<file path="src/pkg/arpm_pkg.sv">
package arpm_pkg;

  // ---------------------------------------------------------------
  // Command byte layout
  // ---------------------------------------------------------------
  localparam int BYTE_BITS = 8;
  localparam int CMD_TAG_LSB = 6;
  localparam int CLKSEL_LSB = 4;
  localparam int REFSEL_LSB = 2;
  localparam int PAIRSEL_WRITE_BIT = 1;
  localparam int PAIRSEL_TARGET_BIT = 0;
  localparam int PAIR_FIELD_LSB = 4;
  localparam int PAIR_COUNT = 4;
  localparam logic [1:0] CMD_TAG_SETUP = 2'h1;

  // ---------------------------------------------------------------
  // Modes and reset values
  // ---------------------------------------------------------------
  localparam logic [1:0] CLKSEL_EXTERNAL = 2'h3;
  localparam logic [1:0] CLKSEL_RESET = 2'h2;
  localparam logic [1:0] REFSEL_INT_BOTH = 2'h0;
  localparam logic [1:0] REFSEL_EXT_SINGLE = 2'h1;
  localparam logic [1:0] REFSEL_INT_ADC = 2'h2;
  localparam logic [1:0] REFSEL_EXT_DIFF = 2'h3;
  localparam logic [1:0] REFSEL_RESET = REFSEL_INT_ADC;
  localparam logic [3:0] PAIR_REG_RESET = 4'h0;
  localparam logic [1:0] PAIR_SE_UNIPOLAR = 2'h0;
  localparam logic [1:0] PAIR_DIFF_BIPOLAR = 2'h1;
  localparam logic [1:0] PAIR_DIFF_UNIPOLAR = 2'h2;

  // ---------------------------------------------------------------
  // Delays in conversion clock cycles
  // ---------------------------------------------------------------
  localparam logic [7:0] WAKE_CYCLES = 8'hda;
  localparam logic [7:0] TEMP_SETTLE_CYCLES = 8'hf4;
  localparam logic [7:0] TEMP_OUT_CYCLES = 8'hbc;

  typedef enum logic [2:0] {
    ST_IDLE = 3'b000,
    ST_WAKE = 3'b001,
    ST_SCAN = 3'b010,
    ST_TSETTLE = 3'b011,
    ST_TOUT = 3'b100
  } arpm_state_t;

  // Unipolar bit wins over bipolar bit; both clear means single-ended.
  function automatic logic [1:0] arpm_pair_code(input logic uni, input logic bi);
    if (uni) begin
      return PAIR_DIFF_UNIPOLAR;
    end else if (bi) begin
      return PAIR_DIFF_BIPOLAR;
    end
    return PAIR_SE_UNIPOLAR;
  endfunction

endpackage

</file>
<file path="src/arpm_top.sv">
// How it works
// - External clock mode: internal ADC reference powers down when a scan finishes.
// - Reference was off before a conversion: wait 218 conversion clocks first.
// - Temperature reading powers the internal reference and waits 244 conversion clocks.
// - Temperature result is ready 188 further conversion clocks after settling.
// - Reference select 10 is default: ADC internal, DAC on external pin.
// - Pair select 00 or 01: no data byte, pair registers unchanged.
// - Pair select 10: next byte written to the unipolar pair register.
// - Pair select 11: next byte written to the bipolar pair register.
// - Unipolar bits 7..4 make pairs 0/1..6/7 unipolar differential; low bits ignored.
// - Bipolar bits 7..4 make pairs 0/1..6/7 bipolar differential unless the unipolar bit is also set; low bits ignored.
// - Pair with both bits clear converts as two single-ended unipolar channels.
// - Clock select 11 uses the serial clock as the conversion clock.
// - Command byte with top bits 01 is setup; low two bits are pair select.
// - Both pair registers reset to zero: eight single-ended unipolar inputs.
`timescale 1ns/10ps
module arpm_top
  import arpm_pkg::*;
(
  input wire logic ref_clk,
  input wire logic rst,
  input wire logic cs_n,
  input wire logic sclk,
  input wire logic din,
  input wire logic ain_conv_req,
  input wire logic temp_req,
  input wire logic scan_done,
  output logic ref_power_on,
  output logic adc_conv_go,
  output logic temp_result_ready,
  output logic conv_busy,
  output logic adc_ref_internal,
  output logic dac_ref_external_pin,
  output logic conv_clock_external,
  output logic [1:0] clock_select,
  output logic [7:0] pair_mode_code
);

  // ---------------------------------------------------------------
  // Pin synchronisers and serial byte framing
  // ---------------------------------------------------------------
  logic cs_sel_lvl, sclk_lvl, din_lvl;
  logic sclk_prev_q, cs_prev_q;
  logic sclk_rise, cs_rise;
  logic byte_valid;
  logic [7:0] byte_data;

  arpm_sync u_sync_cs (.ref_clk(ref_clk), .rst(rst), .pin(!cs_n), .level(cs_sel_lvl));
  arpm_sync u_sync_sclk (.ref_clk(ref_clk), .rst(rst), .pin(sclk), .level(sclk_lvl));
  arpm_sync u_sync_din (.ref_clk(ref_clk), .rst(rst), .pin(din), .level(din_lvl));

  always_ff @(posedge ref_clk) begin
    if (rst) begin
      sclk_prev_q <= 1'b0;
      cs_prev_q <= 1'b1;
    end else begin
      sclk_prev_q <= sclk_lvl;
      cs_prev_q <= !cs_sel_lvl;
    end
  end

  assign sclk_rise = sclk_lvl && !sclk_prev_q;
  assign cs_rise = !cs_sel_lvl && !cs_prev_q;

  arpm_serial_rx u_rx (
    .ref_clk(ref_clk),
    .rst(rst),
    .cs_n_lvl(!cs_sel_lvl),
    .sclk_rise(sclk_rise),
    .din_lvl(din_lvl),
    .byte_valid(byte_valid),
    .byte_data(byte_data)
  );

  // ---------------------------------------------------------------
  // Setup command decode and pair registers
  // ---------------------------------------------------------------
  logic [1:0] clksel_q, clksel_d, refsel_q, refsel_d;
  logic [3:0] uni_q, uni_d, bi_q, bi_d;
  logic pend_q, pend_d, pend_bi_q, pend_bi_d;
  logic is_setup;

  assign is_setup = byte_data[CMD_TAG_LSB +: 2] == CMD_TAG_SETUP;

  always_comb begin
    clksel_d = clksel_q;
    refsel_d = refsel_q;
    uni_d = uni_q;
    bi_d = bi_q;
    pend_d = pend_q;
    pend_bi_d = pend_bi_q;
    if (byte_valid) begin
      if (pend_q) begin
        // Only the upper nibble is kept; the low bits carry nothing.
        if (pend_bi_q) begin
          bi_d = byte_data[PAIR_FIELD_LSB +: PAIR_COUNT];
        end else begin
          uni_d = byte_data[PAIR_FIELD_LSB +: PAIR_COUNT];
        end
        pend_d = 1'b0;
      end else if (is_setup) begin
        clksel_d = byte_data[CLKSEL_LSB +: 2];
        refsel_d = byte_data[REFSEL_LSB +: 2];
        pend_d = byte_data[PAIRSEL_WRITE_BIT];
        pend_bi_d = byte_data[PAIRSEL_TARGET_BIT];
      end
    end
    // An unfinished data byte is lost when the frame closes.
    if (cs_rise) begin
      pend_d = 1'b0;
    end
  end

  always_ff @(posedge ref_clk) begin
    if (rst) begin
      clksel_q <= CLKSEL_RESET;
      refsel_q <= REFSEL_RESET;
      uni_q <= PAIR_REG_RESET;
      bi_q <= PAIR_REG_RESET;
      pend_q <= 1'b0;
      pend_bi_q <= 1'b0;
    end else begin
      clksel_q <= clksel_d;
      refsel_q <= refsel_d;
      uni_q <= uni_d;
      bi_q <= bi_d;
      pend_q <= pend_d;
      pend_bi_q <= pend_bi_d;
    end
  end

  // ---------------------------------------------------------------
  // Pair mode and reference routing outputs
  // ---------------------------------------------------------------
  logic [7:0] pair_code_q, pair_code_d;
  logic adc_int_q, adc_int_d, dac_ext_q, dac_ext_d;

  for (genvar p = 0; p < PAIR_COUNT; p++) begin : g_pair
    // Bit 3 of each register is pair 0/1, bit 0 is pair 6/7.
    assign pair_code_d[2*p +: 2] = arpm_pair_code(uni_d[3-p], bi_d[3-p]);
  end

  always_comb begin
    adc_int_d = (refsel_d == REFSEL_INT_BOTH) || (refsel_d == REFSEL_INT_ADC);
    dac_ext_d = refsel_d != REFSEL_INT_BOTH;
  end

  always_ff @(posedge ref_clk) begin
    if (rst) begin
      pair_code_q <= 8'h00;
      adc_int_q <= 1'b1;
      dac_ext_q <= 1'b1;
    end else begin
      pair_code_q <= pair_code_d;
      adc_int_q <= adc_int_d;
      dac_ext_q <= dac_ext_d;
    end
  end

  assign pair_mode_code = pair_code_q;
  assign adc_ref_internal = adc_int_q;
  assign dac_ref_external_pin = dac_ext_q;
  assign clock_select = clksel_q;
  assign conv_clock_external = clksel_q == CLKSEL_EXTERNAL;

  // ---------------------------------------------------------------
  // Reference power sequencing
  // ---------------------------------------------------------------
  // With the external clock the delays only advance while the host
  // toggles the serial clock; a host that stops clocking stalls them.
  arpm_state_t state_q, state_d;
  logic [7:0] cnt_q, cnt_d;
  logic ref_on_q, ref_on_d, go_q, go_d, tready_q, tready_d;
  logic tick;

  assign tick = conv_clock_external ? sclk_rise : 1'b1;

  always_comb begin
    state_d = state_q;
    cnt_d = cnt_q;
    ref_on_d = ref_on_q;
    go_d = 1'b0;
    tready_d = 1'b0;
    unique case (state_q)
      ST_IDLE: begin
        if (temp_req) begin
          ref_on_d = 1'b1;
          cnt_d = TEMP_SETTLE_CYCLES - 8'h01;
          state_d = ST_TSETTLE;
        end else if (ain_conv_req) begin
          if (adc_int_q && !ref_on_q) begin
            ref_on_d = 1'b1;
            cnt_d = WAKE_CYCLES - 8'h01;
            state_d = ST_WAKE;
          end else begin
            go_d = 1'b1;
            state_d = ST_SCAN;
          end
        end
      end
      ST_WAKE: begin
        if (tick) begin
          cnt_d = cnt_q - 8'h01;
          if (cnt_q == 8'h00) begin
            go_d = 1'b1;
            state_d = ST_SCAN;
          end
        end
      end
      ST_SCAN: begin
        if (scan_done) begin
          if (adc_int_q) begin
            ref_on_d = 1'b0;
          end
          state_d = ST_IDLE;
        end
      end
      ST_TSETTLE: begin
        if (tick) begin
          cnt_d = cnt_q - 8'h01;
          if (cnt_q == 8'h00) begin
            cnt_d = TEMP_OUT_CYCLES - 8'h01;
            state_d = ST_TOUT;
          end
        end
      end
      ST_TOUT: begin
        if (tick) begin
          cnt_d = cnt_q - 8'h01;
          if (cnt_q == 8'h00) begin
            tready_d = 1'b1;
            // The reference stays up only if the ADC also relies on it.
            ref_on_d = adc_int_q;
            state_d = ST_IDLE;
          end
        end
      end
      default: begin
        state_d = ST_IDLE;
      end
    endcase
  end

  always_ff @(posedge ref_clk) begin
    if (rst) begin
      state_q <= ST_IDLE;
      cnt_q <= 8'h00;
      ref_on_q <= 1'b0;
      go_q <= 1'b0;
      tready_q <= 1'b0;
    end else begin
      state_q <= state_d;
      cnt_q <= cnt_d;
      ref_on_q <= ref_on_d;
      go_q <= go_d;
      tready_q <= tready_d;
    end
  end

  assign ref_power_on = ref_on_q;
  assign adc_conv_go = go_q;
  assign temp_result_ready = tready_q;
  assign conv_busy = state_q != ST_IDLE;

  // ---------------------------------------------------------------
  // Checks
  // ---------------------------------------------------------------
  // Independent count of ticks spent in the current state.
  logic [7:0] ph_q;

  always_ff @(posedge ref_clk) begin
    if (rst || state_d != state_q) begin
      ph_q <= 8'h00;
    end else if (tick) begin
      ph_q <= ph_q + 8'h01;
    end
  end

  AST_REF_DOWN: assert property (@(posedge ref_clk) disable iff (rst)
    state_q == ST_SCAN && scan_done && adc_int_q |=> !ref_power_on && !conv_busy)
    else $error("reference not powered down after scan");

  AST_WAKE_LEN: assert property (@(posedge ref_clk) disable iff (rst)
    state_q == ST_WAKE && state_d == ST_SCAN |-> tick && ph_q == 8'hd9 ##1 adc_conv_go)
    else $error("wake-up delay is not 218 cycles");

  AST_TEMP_SETTLE: assert property (@(posedge ref_clk) disable iff (rst)
    state_q == ST_TSETTLE && state_d == ST_TOUT |-> tick && ph_q == 8'hf3 && ref_on_q)
    else $error("temperature settling is not 244 cycles");

  AST_TEMP_OUT: assert property (@(posedge ref_clk) disable iff (rst)
    state_q == ST_TOUT && state_d == ST_IDLE |-> tick && ph_q == 8'hbb ##1 temp_result_ready)
    else $error("temperature result not after 188 cycles");

  AST_TEMP_START: assert property (@(posedge ref_clk) disable iff (rst)
    state_q == ST_IDLE && temp_req |=> ref_power_on && state_q == ST_TSETTLE [*2])
    else $error("temperature request did not power reference");

  AST_REF_DEFAULT: assert property (@(posedge ref_clk) disable iff (rst)
    $fell(rst) |-> refsel_q == REFSEL_INT_ADC && adc_ref_internal && dac_ref_external_pin)
    else $error("reference mode not default after reset");

  AST_NO_DATA: assert property (@(posedge ref_clk) disable iff (rst)
    byte_valid && !pend_q && is_setup && !byte_data[PAIRSEL_WRITE_BIT]
    |=> !pend_q && $stable(uni_q) && $stable(bi_q))
    else $error("pair select 0x changed a pair register");

  AST_UNI_WRITE: assert property (@(posedge ref_clk) disable iff (rst)
    byte_valid && pend_q && !pend_bi_q
    |=> uni_q == $past(byte_data[7:4]) && $stable(bi_q) && pair_mode_code[1] == $past(byte_data[7]))
    else $error("unipolar pair register not written");

  AST_BI_WRITE: assert property (@(posedge ref_clk) disable iff (rst)
    byte_valid && pend_q && pend_bi_q |=> bi_q == $past(byte_data[7:4]) && $stable(uni_q))
    else $error("bipolar pair register not written");

  AST_SE_PAIR: assert property (@(posedge ref_clk) disable iff (rst)
    !uni_q[3] && !bi_q[3] ##1 $stable(uni_q) && $stable(bi_q)
    |-> pair_mode_code[1:0] == PAIR_SE_UNIPOLAR)
    else $error("pair 0/1 not single-ended with both bits clear");

  AST_ABORT: assert property (@(posedge ref_clk) disable iff (rst)
    cs_rise && !byte_valid |=> !pend_q ##1 $stable(uni_q) && $stable(bi_q))
    else $error("partial pair byte not discarded");

  AST_EXT_TICK: assert property (@(posedge ref_clk) disable iff (rst)
    state_q == ST_WAKE && conv_clock_external && !sclk_rise |=> cnt_q == $past(cnt_q))
    else $error("delay advanced without serial clock edge");

  COV_WAKE: cover property (@(posedge ref_clk) disable iff (rst)
    state_q == ST_WAKE ##1 state_q == ST_SCAN);
  COV_TEMP: cover property (@(posedge ref_clk) disable iff (rst) temp_result_ready);
  COV_UNI: cover property (@(posedge ref_clk) disable iff (rst)
    byte_valid && pend_q && !pend_bi_q);
  COV_BI: cover property (@(posedge ref_clk) disable iff (rst)
    byte_valid && pend_q && pend_bi_q);

endmodule // arpm_top

</file>
<file path="src/arpm_sync.sv">
`timescale 1ns/10ps
module arpm_sync
  import arpm_pkg::*;
(
  input wire logic ref_clk,
  input wire logic rst,
  input wire logic pin,
  output logic level
);

  logic s1_q, s2_q, s3_q, level_q;
  logic level_d;

  // A change is accepted only once the second and third stages agree.
  always_comb begin
    level_d = (s2_q == s3_q) ? s3_q : level_q;
  end

  always_ff @(posedge ref_clk) begin
    if (rst) begin
      s1_q <= 1'b0;
      s2_q <= 1'b0;
      s3_q <= 1'b0;
      level_q <= 1'b0;
    end else begin
      s1_q <= pin;
      s2_q <= s1_q;
      s3_q <= s2_q;
      level_q <= level_d;
    end
  end

  assign level = level_q;

endmodule // arpm_sync

</file>
<file path="src/arpm_serial_rx.sv">
`timescale 1ns/10ps
module arpm_serial_rx
  import arpm_pkg::*;
(
  input wire logic ref_clk,
  input wire logic rst,
  input wire logic cs_n_lvl,
  input wire logic sclk_rise,
  input wire logic din_lvl,
  output logic byte_valid,
  output logic [7:0] byte_data
);

  logic [2:0] bit_cnt_q, bit_cnt_d;
  logic [7:0] shift_q, shift_d, data_q, data_d;
  logic valid_q, valid_d;

  // Deselect throws away any partial byte, so framing restarts cleanly.
  always_comb begin
    bit_cnt_d = bit_cnt_q;
    shift_d = shift_q;
    data_d = data_q;
    valid_d = 1'b0;
    if (cs_n_lvl) begin
      bit_cnt_d = 3'h0;
    end else if (sclk_rise) begin
      shift_d = {shift_q[6:0], din_lvl};
      bit_cnt_d = bit_cnt_q + 3'h1;
      if (bit_cnt_q == 3'(BYTE_BITS - 1)) begin
        data_d = {shift_q[6:0], din_lvl};
        valid_d = 1'b1;
      end
    end
  end

  always_ff @(posedge ref_clk) begin
    if (rst) begin
      bit_cnt_q <= 3'h0;
      shift_q <= 8'h00;
      data_q <= 8'h00;
      valid_q <= 1'b0;
    end else begin
      bit_cnt_q <= bit_cnt_d;
      shift_q <= shift_d;
      data_q <= data_d;
      valid_q <= valid_d;
    end
  end

  assign byte_valid = valid_q;
  assign byte_data = data_q;

endmodule // arpm_serial_rx

</file>
<file path="config.mk">
export PLATFORM = sky130hd
export DESIGN_NAME = arpm_top
export DESIGN_NICKNAME = d
export VERILOG_FILES = /design/src/pkg/arpm_pkg.sv /design/src/arpm_top.sv /design/src/arpm_sync.sv /design/src/arpm_serial_rx.sv
export SDC_FILE = /design/constraint.sdc
export NUM_CORES = 1
export LEC_CHECK = 0
export ABC_AREA = 1
export BUFFER_PORTS_ARGS = -buffer_cell sky130_fd_sc_hd__buf_2
export CAP_MARGIN = 20
export CELL_PAD_IN_SITES_DETAIL_PLACEMENT = 1
export CELL_PAD_IN_SITES_GLOBAL_PLACEMENT = 2
export CORE_MARGIN = 2
export CORE_UTILIZATION = 39
export CTS_BUF_LIST = sky130_fd_sc_hd__clkbuf_8
export CTS_CLUSTER_DIAMETER = 30
export DETAILED_ROUTE_END_ITERATION = 8
export HOLD_SLACK_MARGIN = 0.12
export PLACE_DENSITY_LB_ADDON = 0.05
export SYNTH_ARGS = -nofsm -noshare
export SYNTH_HDL_FRONTEND = slang
export SYNTH_SLANG_ARGS = --single-unit
</file>
<file path="constraint.sdc">
create_clock -name ref_clk -period 2.25 [get_ports ref_clk]
set_input_delay 0.675 -clock ref_clk [delete_from_list [all_inputs] [get_ports ref_clk]]
set_output_delay 0.675 -clock ref_clk [all_outputs]
set_load 0.02 [all_outputs]
</file>
==> results of run 1 <==
==> final timing paths <==
| check | start | slack (ns) | cells after the start | end |
|---|---|---|---|---|
| min | u_sync_cs.s1_q | 0.41 | 2 | u_sync_cs.s2_q |
| max reg2reg | u_sync_sclk.level | 0.62 | 8 | u_rx.byte_data[5] |
| max | state_q[0] | 0.26 | 3 | conv_busy |
| min reg2reg | u_sync_cs.s1_q | 0.41 | 2 | u_sync_cs.s2_q |
==> metal layers <==
layer	GRT usage	up-vias	share of wire
met5	0	-	0
met3	0.0430	9	0.032
met1	0.200	1053	0.45
met2	0.302	29	0.50
li1	-	1181	-
met4	0.0733	0	0.016
==> stage by stage <==
step	total power, W	worst slack, ns	hold slack [ns]	std cells
2_1_floorplan	0.00238	0.739	0.388	350
3_3_place_gp	0.00262	0.540	0.401	468
3_5_place_dp	0.00263	0.483	0.403	468
4_1_cts	0.00393	0.236	0.415	484
5_1_grt	0.00413	0.193	0.430	484
6_report	0.00386	0.263	0.408	484
==> worst register-to-register path, stage by stage, from the launching register on <==
cell,delay [ns]
dfxtp_1,0.34
inv_1,0.06
nor2_2,0.23
inv_2,0.11
nor2_4,0.26
nand2_4,0.16
nor2_4,0.13
inv_1,0.11
o21ai_0,0.15
==> sequential cells by signal, indices dropped and copies added (netlist names), 2 cells and up <==
signal and cells:
bi_q 4, clock_select 2, cnt_q 8, pair_mode_code 8, refsel_q 2, state_q 3, u_rx.bit_cnt_q 3, u_rx.byte_data 8
u_rx.shift_q 7, uni_q 4
==> synthesized netlist by cell type (5+ instances only) <==
| cell type | number | share of area |
|---|---|---|
| dfxtp_1 | 71 | 0.50 |
| nor2_1 | 48 | 0.063 |
| inv_1 | 46 | 0.060 |
| nand2_1 | 40 | 0.052 |
| a21oi_1 | 24 | 0.042 |
| o21ai_0 | 24 | 0.042 |
| nand3_1 | 23 | 0.040 |
| o21ai_1 | 8 | 0.014 |
| nor2_4 | 5 | 0.020 |
==> power by group <==
part | switching, W | total [W] | internal (W) | leakage (nW)
Clock | 0.000501 | 0.00128 | 0.000775 | 0.127
Combinational | 0.000749 | 0.00113 | 0.000385 | 0.798
Sequential | 0.0000962 | 0.00146 | 0.00136 | 0.577
==> layout make-up <==
type	instances	area, um^2
Clock buffer	10	138
Clock inverter	6	116
Fill cell	896	3830
Inverter	50	193
Multi-Input combinational cell	221	1210
Sequential cell	71	1420
Tap cell	99	124
Timing Repair Buffer	27	143
==> logic make-up after synthesis <==
| family | count (synthesis) | share of synthesized area |
|---|---|---|
| simple gates | 147 | 0.262 |
| flops | 71 | 0.496 |
| compound gates | 64 | 0.122 |
| buf+inv | 58 | 0.0821 |
| fa+ha+maj | 4 | 0.0175 |
| xor+xnor | 3 | 0.00918 |
| mux | 3 | 0.0105 |
==> flow_summary.toml, run 1 <==
[run_status]
outcome = "completed"

[final_layout]
area_growth_pct = 16.7
final_common_cell = "dfxtp_1"
post-route-util = 0.466
diodes = 0
nets = 392
layout.cells.most_common_list = "dfxtp_1, nor2_1, inv_1"
fin_area_um2 = 3340
drive_above_1_share = 0.190

[cts]
h-tree-depth = 3
cts_tree = "yes"
clk_pin_slew_ns = 0.08
root_buffer = "clkbuf_8"
postCtsHoldBufs = 0
post_cts_resized = 0
max-clock-path-buffers = 2
cts_setup_buffers = 0
cts_buffers = 9
cts_sinks = 71
clock_latency_ns = 0.34

[grt]
grt_pass1_wl_mm = 10.5
track_usage = 0.173
grt_max_degree = 26
antenna_found_initial = 0
grt_pass1_vias = 2271
grt.overflow.total = 0

[detailed_routing]
num_vias = 2272
drt_pass1_iterations = 4
ant_nets = 0
drcViolationCount = 0
drtIter0Drc = 52
viasPerCell = 4.69
routed_wl_mm = 6.25
routedWlPerCell_um = 12.9

[setup_path]
critPathArrivalTime_ns = 1.31
cpMaxStageDelayCell = "dfxtp_1"
endpoint_kind = "output port"
critPathTopFamily = "flip-flops"
startpoint_type = "register"
crit_chain = "nor2_4 > nand2_2 > buf_2"
path_buf_inv = 1
path_class = "reg2out"
required_ns = 1.57
slowest_delay_ns = 0.55
crit_fanout = 8

[yosys]
yosysWarnings = 0
yosys_most_used_dff = "dfxtp_1"
synth_seq_cells = 71
avgSynthCellArea_um2 = 8.18
synthArstFlopShare = 0
syn_area_um2 = 2860
ys_types = 34
syn_inst = 350
synth_edf_count = 0
synth_nets = 362
ys_seq_area_frac = 0.496

[sta]
slew_viol_final = 0
slew-limit-headroom = 0.752
finClkSkew_ns = 0.00838
finalHoldViolCount = 0
final.min_clock_period_ns = 1.99
fin_setup_tns_ns = 0
clock.fmax_mhz = 503
worst_pin_slew_ns = 0.372
setup_violations = 0
post-route-period-util = 0.883
rsz0062_at_grt = "no"

[floorplanning]
die_h_um = 89.7
core.rowCount = 31
dieWidth_um = 89.7
ios = 25
core_um2 = 7180
start_util = 0.399
die_area_um2 = 8050

[run]
cap_violations = 0

[power]
vdd_drop_max_mv = 0.546
p_per_area_nw_per_um2 = 1160
p_leak_nw = 1.50

[place]
dp_hpwl_mm = 4.56
port_buffers = 24
gp_congestion = 0.816
postPlaceCellArea_um2 = 3090

[hold_path]
hold_path.class = "reg2reg"
Power figures use the tool's default switching activity.
==> run 2: changes to the inputs <==
ABC_AREA = default   (was 1)
CORE_UTILIZATION = 41   (was 39)
==> run 2 against run 1 <==
Synthesized area rose by 3.1%; largest cell class unchanged; highest routed layer unchanged; utilization up 2.4 points; clock skew hardly changed.
==> flow_summary.toml, run 2 <==
[run_status]
outcome = "completed"

[grt]
track_usage = 0.187
grt_pass1_vias = 2317
grt_max_degree = 36
antenna_found_initial = 0
grt_pass1_wl_mm = 11.2
grt.overflow.total = 0

[place]
gp_congestion = 0.772
postPlaceCellArea_um2 = 3170
dp.cells = 438
dp_hpwl_mm = 4.69
port_buffers = 24

[detailed_routing]
viasPerCell = 5.24
routed_wl_mm = 6.68
drtIter0Drc = 96
num_vias = 2381
routedWlPerCell_um = 14.7
drcViolationCount = 0
drt_pass1_iterations = 4
ant_nets = 0

[yosys]
synth_seq_cells = 71
ys_types = 52
avgSynthCellArea_um2 = 9.01
syn_inst = 328
synth_edf_count = 0
synth_most_common_cell = "dfxtp_1"
yosys_most_used_dff = "dfxtp_1"
synthTopCellsByArea = "dfxtp_1, nand2_1, a21oi_1"
ys_seq_area_frac = 0.481
synth_commonest_cells = "dfxtp_1, nand2_1, a21oi_1"
yosys.area.top_type = "dfxtp_1"
synth_top_area_frac = 0.481
yosysWarnings = 0
synthArstFlopShare = 0
synth_nets = 340
syn_area_um2 = 2950

[setup_path]
path_class = "reg2out"
crit_cells = 2
path_buf_inv = 1
ff2ff_path_depth = 4
crit_chain = "or3_4 > buf_2"
cpMaxStageDelayCell = "or3_4"
timing.rr.start = "state_q[2]"
slowest_delay_ns = 0.46
required_ns = 1.57
critPathArrivalTime_ns = 1.41
crit_end = "conv_busy"
crit_fanout = 13
critPathTopFamily = "simple AND/OR/NAND/NOR gates"
startpoint = "state_q[0]"
r2r_end = "cnt_q[0]"
reg2reg_slack_ns = 0.42
startpoint_type = "register"
endpoint_kind = "output port"

[sta]
slew-limit-headroom = 0.579
finClkSkew_ns = 0.00835
fin_setup_tns_ns = 0
setup_violations = 0
final.min_clock_period_ns = 2.09
rsz0062_at_grt = "no"
worst_pin_slew_ns = 0.626
clock.fmax_mhz = 479
finalHoldViolCount = 0
post-route-period-util = 0.927
slew_viol_final = 0

[power]
power_switching_w = 0.00113
vdd_drop_max_mv = 0.384
pwr-share-comb = 0.258
p_sw_frac = 0.338
p_leak_nw = 1.28
p_per_area_nw_per_um2 = 995
intPower_w = 0.00222
pwr-share-seq = 0.434
power_frac_clock = 0.308

[cts]
cts_tree = "yes"
cts_sinks = 71
cts_setup_buffers = 0
clk_pin_slew_ns = 0.08
h-tree-depth = 3
postCtsHoldBufs = 0
max-clock-path-buffers = 2
cts_buffers = 9
post_cts_resized = 0
clock_latency_ns = 0.34
root_buffer = "clkbuf_8"

[final_layout]
layout.cells.most_common_list = "dfxtp_1, nand2_1, a21oi_1"
instances_no_fill = 454
diodes = 0
final-seq-area_um2 = 1420
fin_area_um2 = 3360
fill_cells = 828
drive_above_1_share = 0.162
nets = 365
area_growth_pct = 13.9
multi_input_area_um2 = 1390
final_common_cell = "dfxtp_1"

[hold_path]
hold_path.class = "reg2reg"
hold_start = "u_sync_din.s1_q"

[floorplanning]
dieWidth_um = 88.9
die_h_um = 88.9
die_area_um2 = 7900
core_um2 = 6870
start_util = 0.430
core.rowCount = 30
ios = 25

[run]
cap_violations = 0
==> run 2: cell families (layout without fill, tap and decap cells) <==
| group | count (synthesis) | in the layout | share of synthesized area |
|---|---|---|---|
| XOR/XNOR | 1 | 1 | 0.00297 |
| multiplexers | 15 | 15 | 0.0512 |
| adder cells (fa/ha/maj) | 4 | 4 | 0.0169 |
| AND/OR/NAND/NOR | 133 | 133 | 0.227 |
| flip-flops | 71 | 71 | 0.481 |
| AO/OA/AOI/OAI | 70 | 70 | 0.172 |
| buffers and inverters | 34 | 64 | 0.0483 |
==> run 2: worst min-delay path by stage <==
stage | endpoint | slack, ns | cells past startpoint
final | u_sync_din.s2_q | 0.45 | 1
after global routing | u_sync_cs.s1_q | 0.46 | 2
after CTS | u_sync_cs.s1_q | 0.45 | 2
after detailed placement | u_sync_cs.s2_q | 0.42 | 1
after global placement | u_sync_cs.s2_q | 0.42 | 1
after floorplan | u_sync_cs.s2_q | 0.41 | 1
==> run 2: through the flow <==
stage               setup WS (ns)  hold slack [ns]  power, W  utilization
floorplan                   0.626            0.414   0.00211            -
global placement            0.452            0.418   0.00233        0.461
detailed placement          0.445            0.424   0.00234        0.461
CTS                         0.140            0.453   0.00338        0.490
global route                0.107            0.460   0.00355        0.490
finish                      0.164            0.447   0.00335        0.490
==> run 2: power by group through the flow <==
stage | Clock [W] | Combinational (W) | Sequential (W)
final | 0.00103 | 0.000865 | 0.00145
after CTS | 0.00106 | 0.000864 | 0.00145
after global placement | 0 | 0.000852 | 0.00148
after global routing | 0.00112 | 0.000963 | 0.00147
after floorplan | 0 | 0.000662 | 0.00145
after detailed placement | 0 | 0.000858 | 0.00148
==> run 2: final cells by class <==
type | count | share of cell area
multi-input cells | 223 | 0.413
inverters | 17 | 0.0190
well taps | 96 | 0.0357
clock buffers | 9 | 0.0368
flip-flops and latches | 71 | 0.422
clock inverters | 7 | 0.0216
repair buffers | 31 | 0.0513
==> run 2: layer usage <==
metal,vias to the layer above,share of wire,GRT usage,wire length (um)
met5,-,0,0,0
met4,0,0.010,0.0702,70
met3,9,0.034,0.0420,224
met2,29,0.45,0.275,2980
met1,1148,0.51,0.266,3410
li1,1195,-,-,-
==> run 3: changes to the inputs <==
CORE_UTILIZATION = 40   (was 41)
==> run 3 against run 2 <==
Flip-flop and latch count stayed put; hold slack improved by 0.0044 ns; clock power rose by 9.7%; global-route usage fell by 1.2 points; largest cell class unchanged.
==> flow_summary.toml, run 3 (synthesis results as in run 2) <==
[power]
pwr-share-seq = 0.426
total_power_w = 0.00343
power_switching_w = 0.00111
power_frac_clock = 0.328
p_per_area_nw_per_um2 = 1010
intPower_w = 0.00232
vdd_drop_max_mv = 0.396
pwr-share-comb = 0.246
p_sw_frac = 0.324
p_leak_nw = 1.28

[cts]
cts_sinks = 71
cts_tree = "yes"
root_buffer = "clkbuf_8"
cts_setup_buffers = 0
cts_buffers = 9
post_cts_resized = 0
clk_pin_slew_ns = 0.08
h-tree-depth = 3
max-clock-path-buffers = 2
postCtsHoldBufs = 0
clock_latency_ns = 0.34

[run]
cap_violations = 0

[grt]
grt_pass1_wl_mm = 11.5
grt_max_degree = 37
grt_pass1_vias = 2395
track_usage = 0.174
grt.overflow.total = 0
antenna_found_initial = 0

[hold_path]
holdPathStages = 2
hold_path.class = "reg2reg"
hold_end = "u_sync_din.level"
hold_start = "u_sync_din.s3_q"

[final_layout]
area_growth_pct = 14.7
nets = 363
drive_above_1_share = 0.154
final_common_cell = "dfxtp_1"
fill_cells = 881
instances_no_fill = 455
layout.cells.most_common_list = "dfxtp_1, nand2_1, a21oi_1"
multi_input_area_um2 = 1390
diodes = 0
fin_area_um2 = 3390
final-seq-area_um2 = 1420
post-route-util = 0.470

[setup_path]
critPathArrivalTime_ns = 1.40
path_class = "reg2out"
cpMaxStageDelayCell = "dfxtp_1"
reg2reg_slack_ns = 0.42
crit_chain = "or3_4 > buf_2"
timing.rr.start = "state_q[2]"
crit_fanout = 13
path_buf_inv = 1
endpoint_kind = "output port"
critPathTopFamily = "flip-flops"
startpoint_type = "register"
ff2ff_path_depth = 4
required_ns = 1.57
slowest_delay_ns = 0.45
r2r_end = "cnt_q[0]"

[detailed_routing]
drt_pass1_iterations = 4
top_layer = "met4"
drcViolationCount = 0
wl_met2_mm = 3.04
drt-met1-wl_mm = 3.40
routedWlPerCell_um = 14.8
ant_nets = 0
drtIter0Drc = 73
routed_wl_mm = 6.71
viasPerCell = 5.25
num_vias = 2387
dr_wl_met3_um = 200

[sta]
fin_setup_tns_ns = 0
finalHoldViolCount = 0
rsz0062_at_grt = "no"
slew-limit-headroom = 0.573
clock.fmax_mhz = 482
worst_pin_slew_ns = 0.634
setup_violations = 0
final.min_clock_period_ns = 2.07
post-route-period-util = 0.921
slew_viol_final = 0
finClkSkew_ns = 0.00932

[floorplanning]
die_area_um2 = 8090
start_util = 0.409
core.rowCount = 31
ios = 25
core_um2 = 7210
die_h_um = 89.9
dieWidth_um = 89.9

[place]
postPlaceCellArea_um2 = 3170
dp_hpwl_mm = 4.74
port_buffers = 24
dp.cells = 439
gp_congestion = 0.791

[run_status]
outcome = "completed"
## run 3: changes by cell type in the layout (fill, tap and decap cells not counted)
cell       before  now
inv_6           1    2
clkinv_4        1    0
buf_4           7    4
clkinv_2        2    0
inv_1          17   18
buf_12          0    1
bufinv_16       1    2
## run 3: how the worst max path moves through the flow
stage / startpoint / endpoint / slack (ns) / cells after the start
global placement: temp_req / cnt_q[3] / 0.45 / 5
detailed placement: ain_conv_req / cnt_q[0] / 0.41 / 5
finish: state_q[0] / conv_busy / 0.18 / 2
global route: state_q[0] / conv_busy / 0.12 / 2
floorplan: cnt_q[0] / cnt_q[0] / 0.63 / 7
CTS: state_q[0] / conv_busy / 0.16 / 2
## run 3: tightest hold or removal path: stages (launching register included)
cell and delay (ns):
dfxtp_1 0.31, nand2_1 0.05, a21oi_1 0.05
## run 3: through the flow
step,worst slack (ns),hold slack (ns)
after floorplan,0.626,0.414
after global placement,0.450,0.437
after detailed placement,0.413,0.439
after CTS,0.156,0.450
after global routing,0.118,0.453
final,0.177,0.451
## run 3: area by class of cell
cell class / instances / share of cell area
clock inverter: 7 / 0.0284
timing repair buffer: 29 / 0.0502
clock buffer: 9 / 0.0365
tap: 99 / 0.0365
sequential: 71 / 0.419
multi-input combinational: 223 / 0.410
inverter: 17 / 0.0188
## run 3: layer usage
| layer | vias up | global-route usage |
|---|---|---|
| met3 | 6 | 0.0327 |
| li1 | 1198 | - |
| met4 | 0 | 0.0667 |
| met5 | - | 0 |
| met1 | 1151 | 0.239 |
| met2 | 32 | 0.274 |
## run 3: power by group through the flow
stage / Combinational (W) / Clock, W / Sequential (W)
floorplan: 0.000662 / 0 / 0.00145
global placement: 0.000833 / 0 / 0.00149
detailed placement: 0.000835 / 0 / 0.00149
CTS: 0.000846 / 0.00116 / 0.00146
global route: 0.000945 / 0.00121 / 0.00147
finish: 0.000844 / 0.00113 / 0.00146
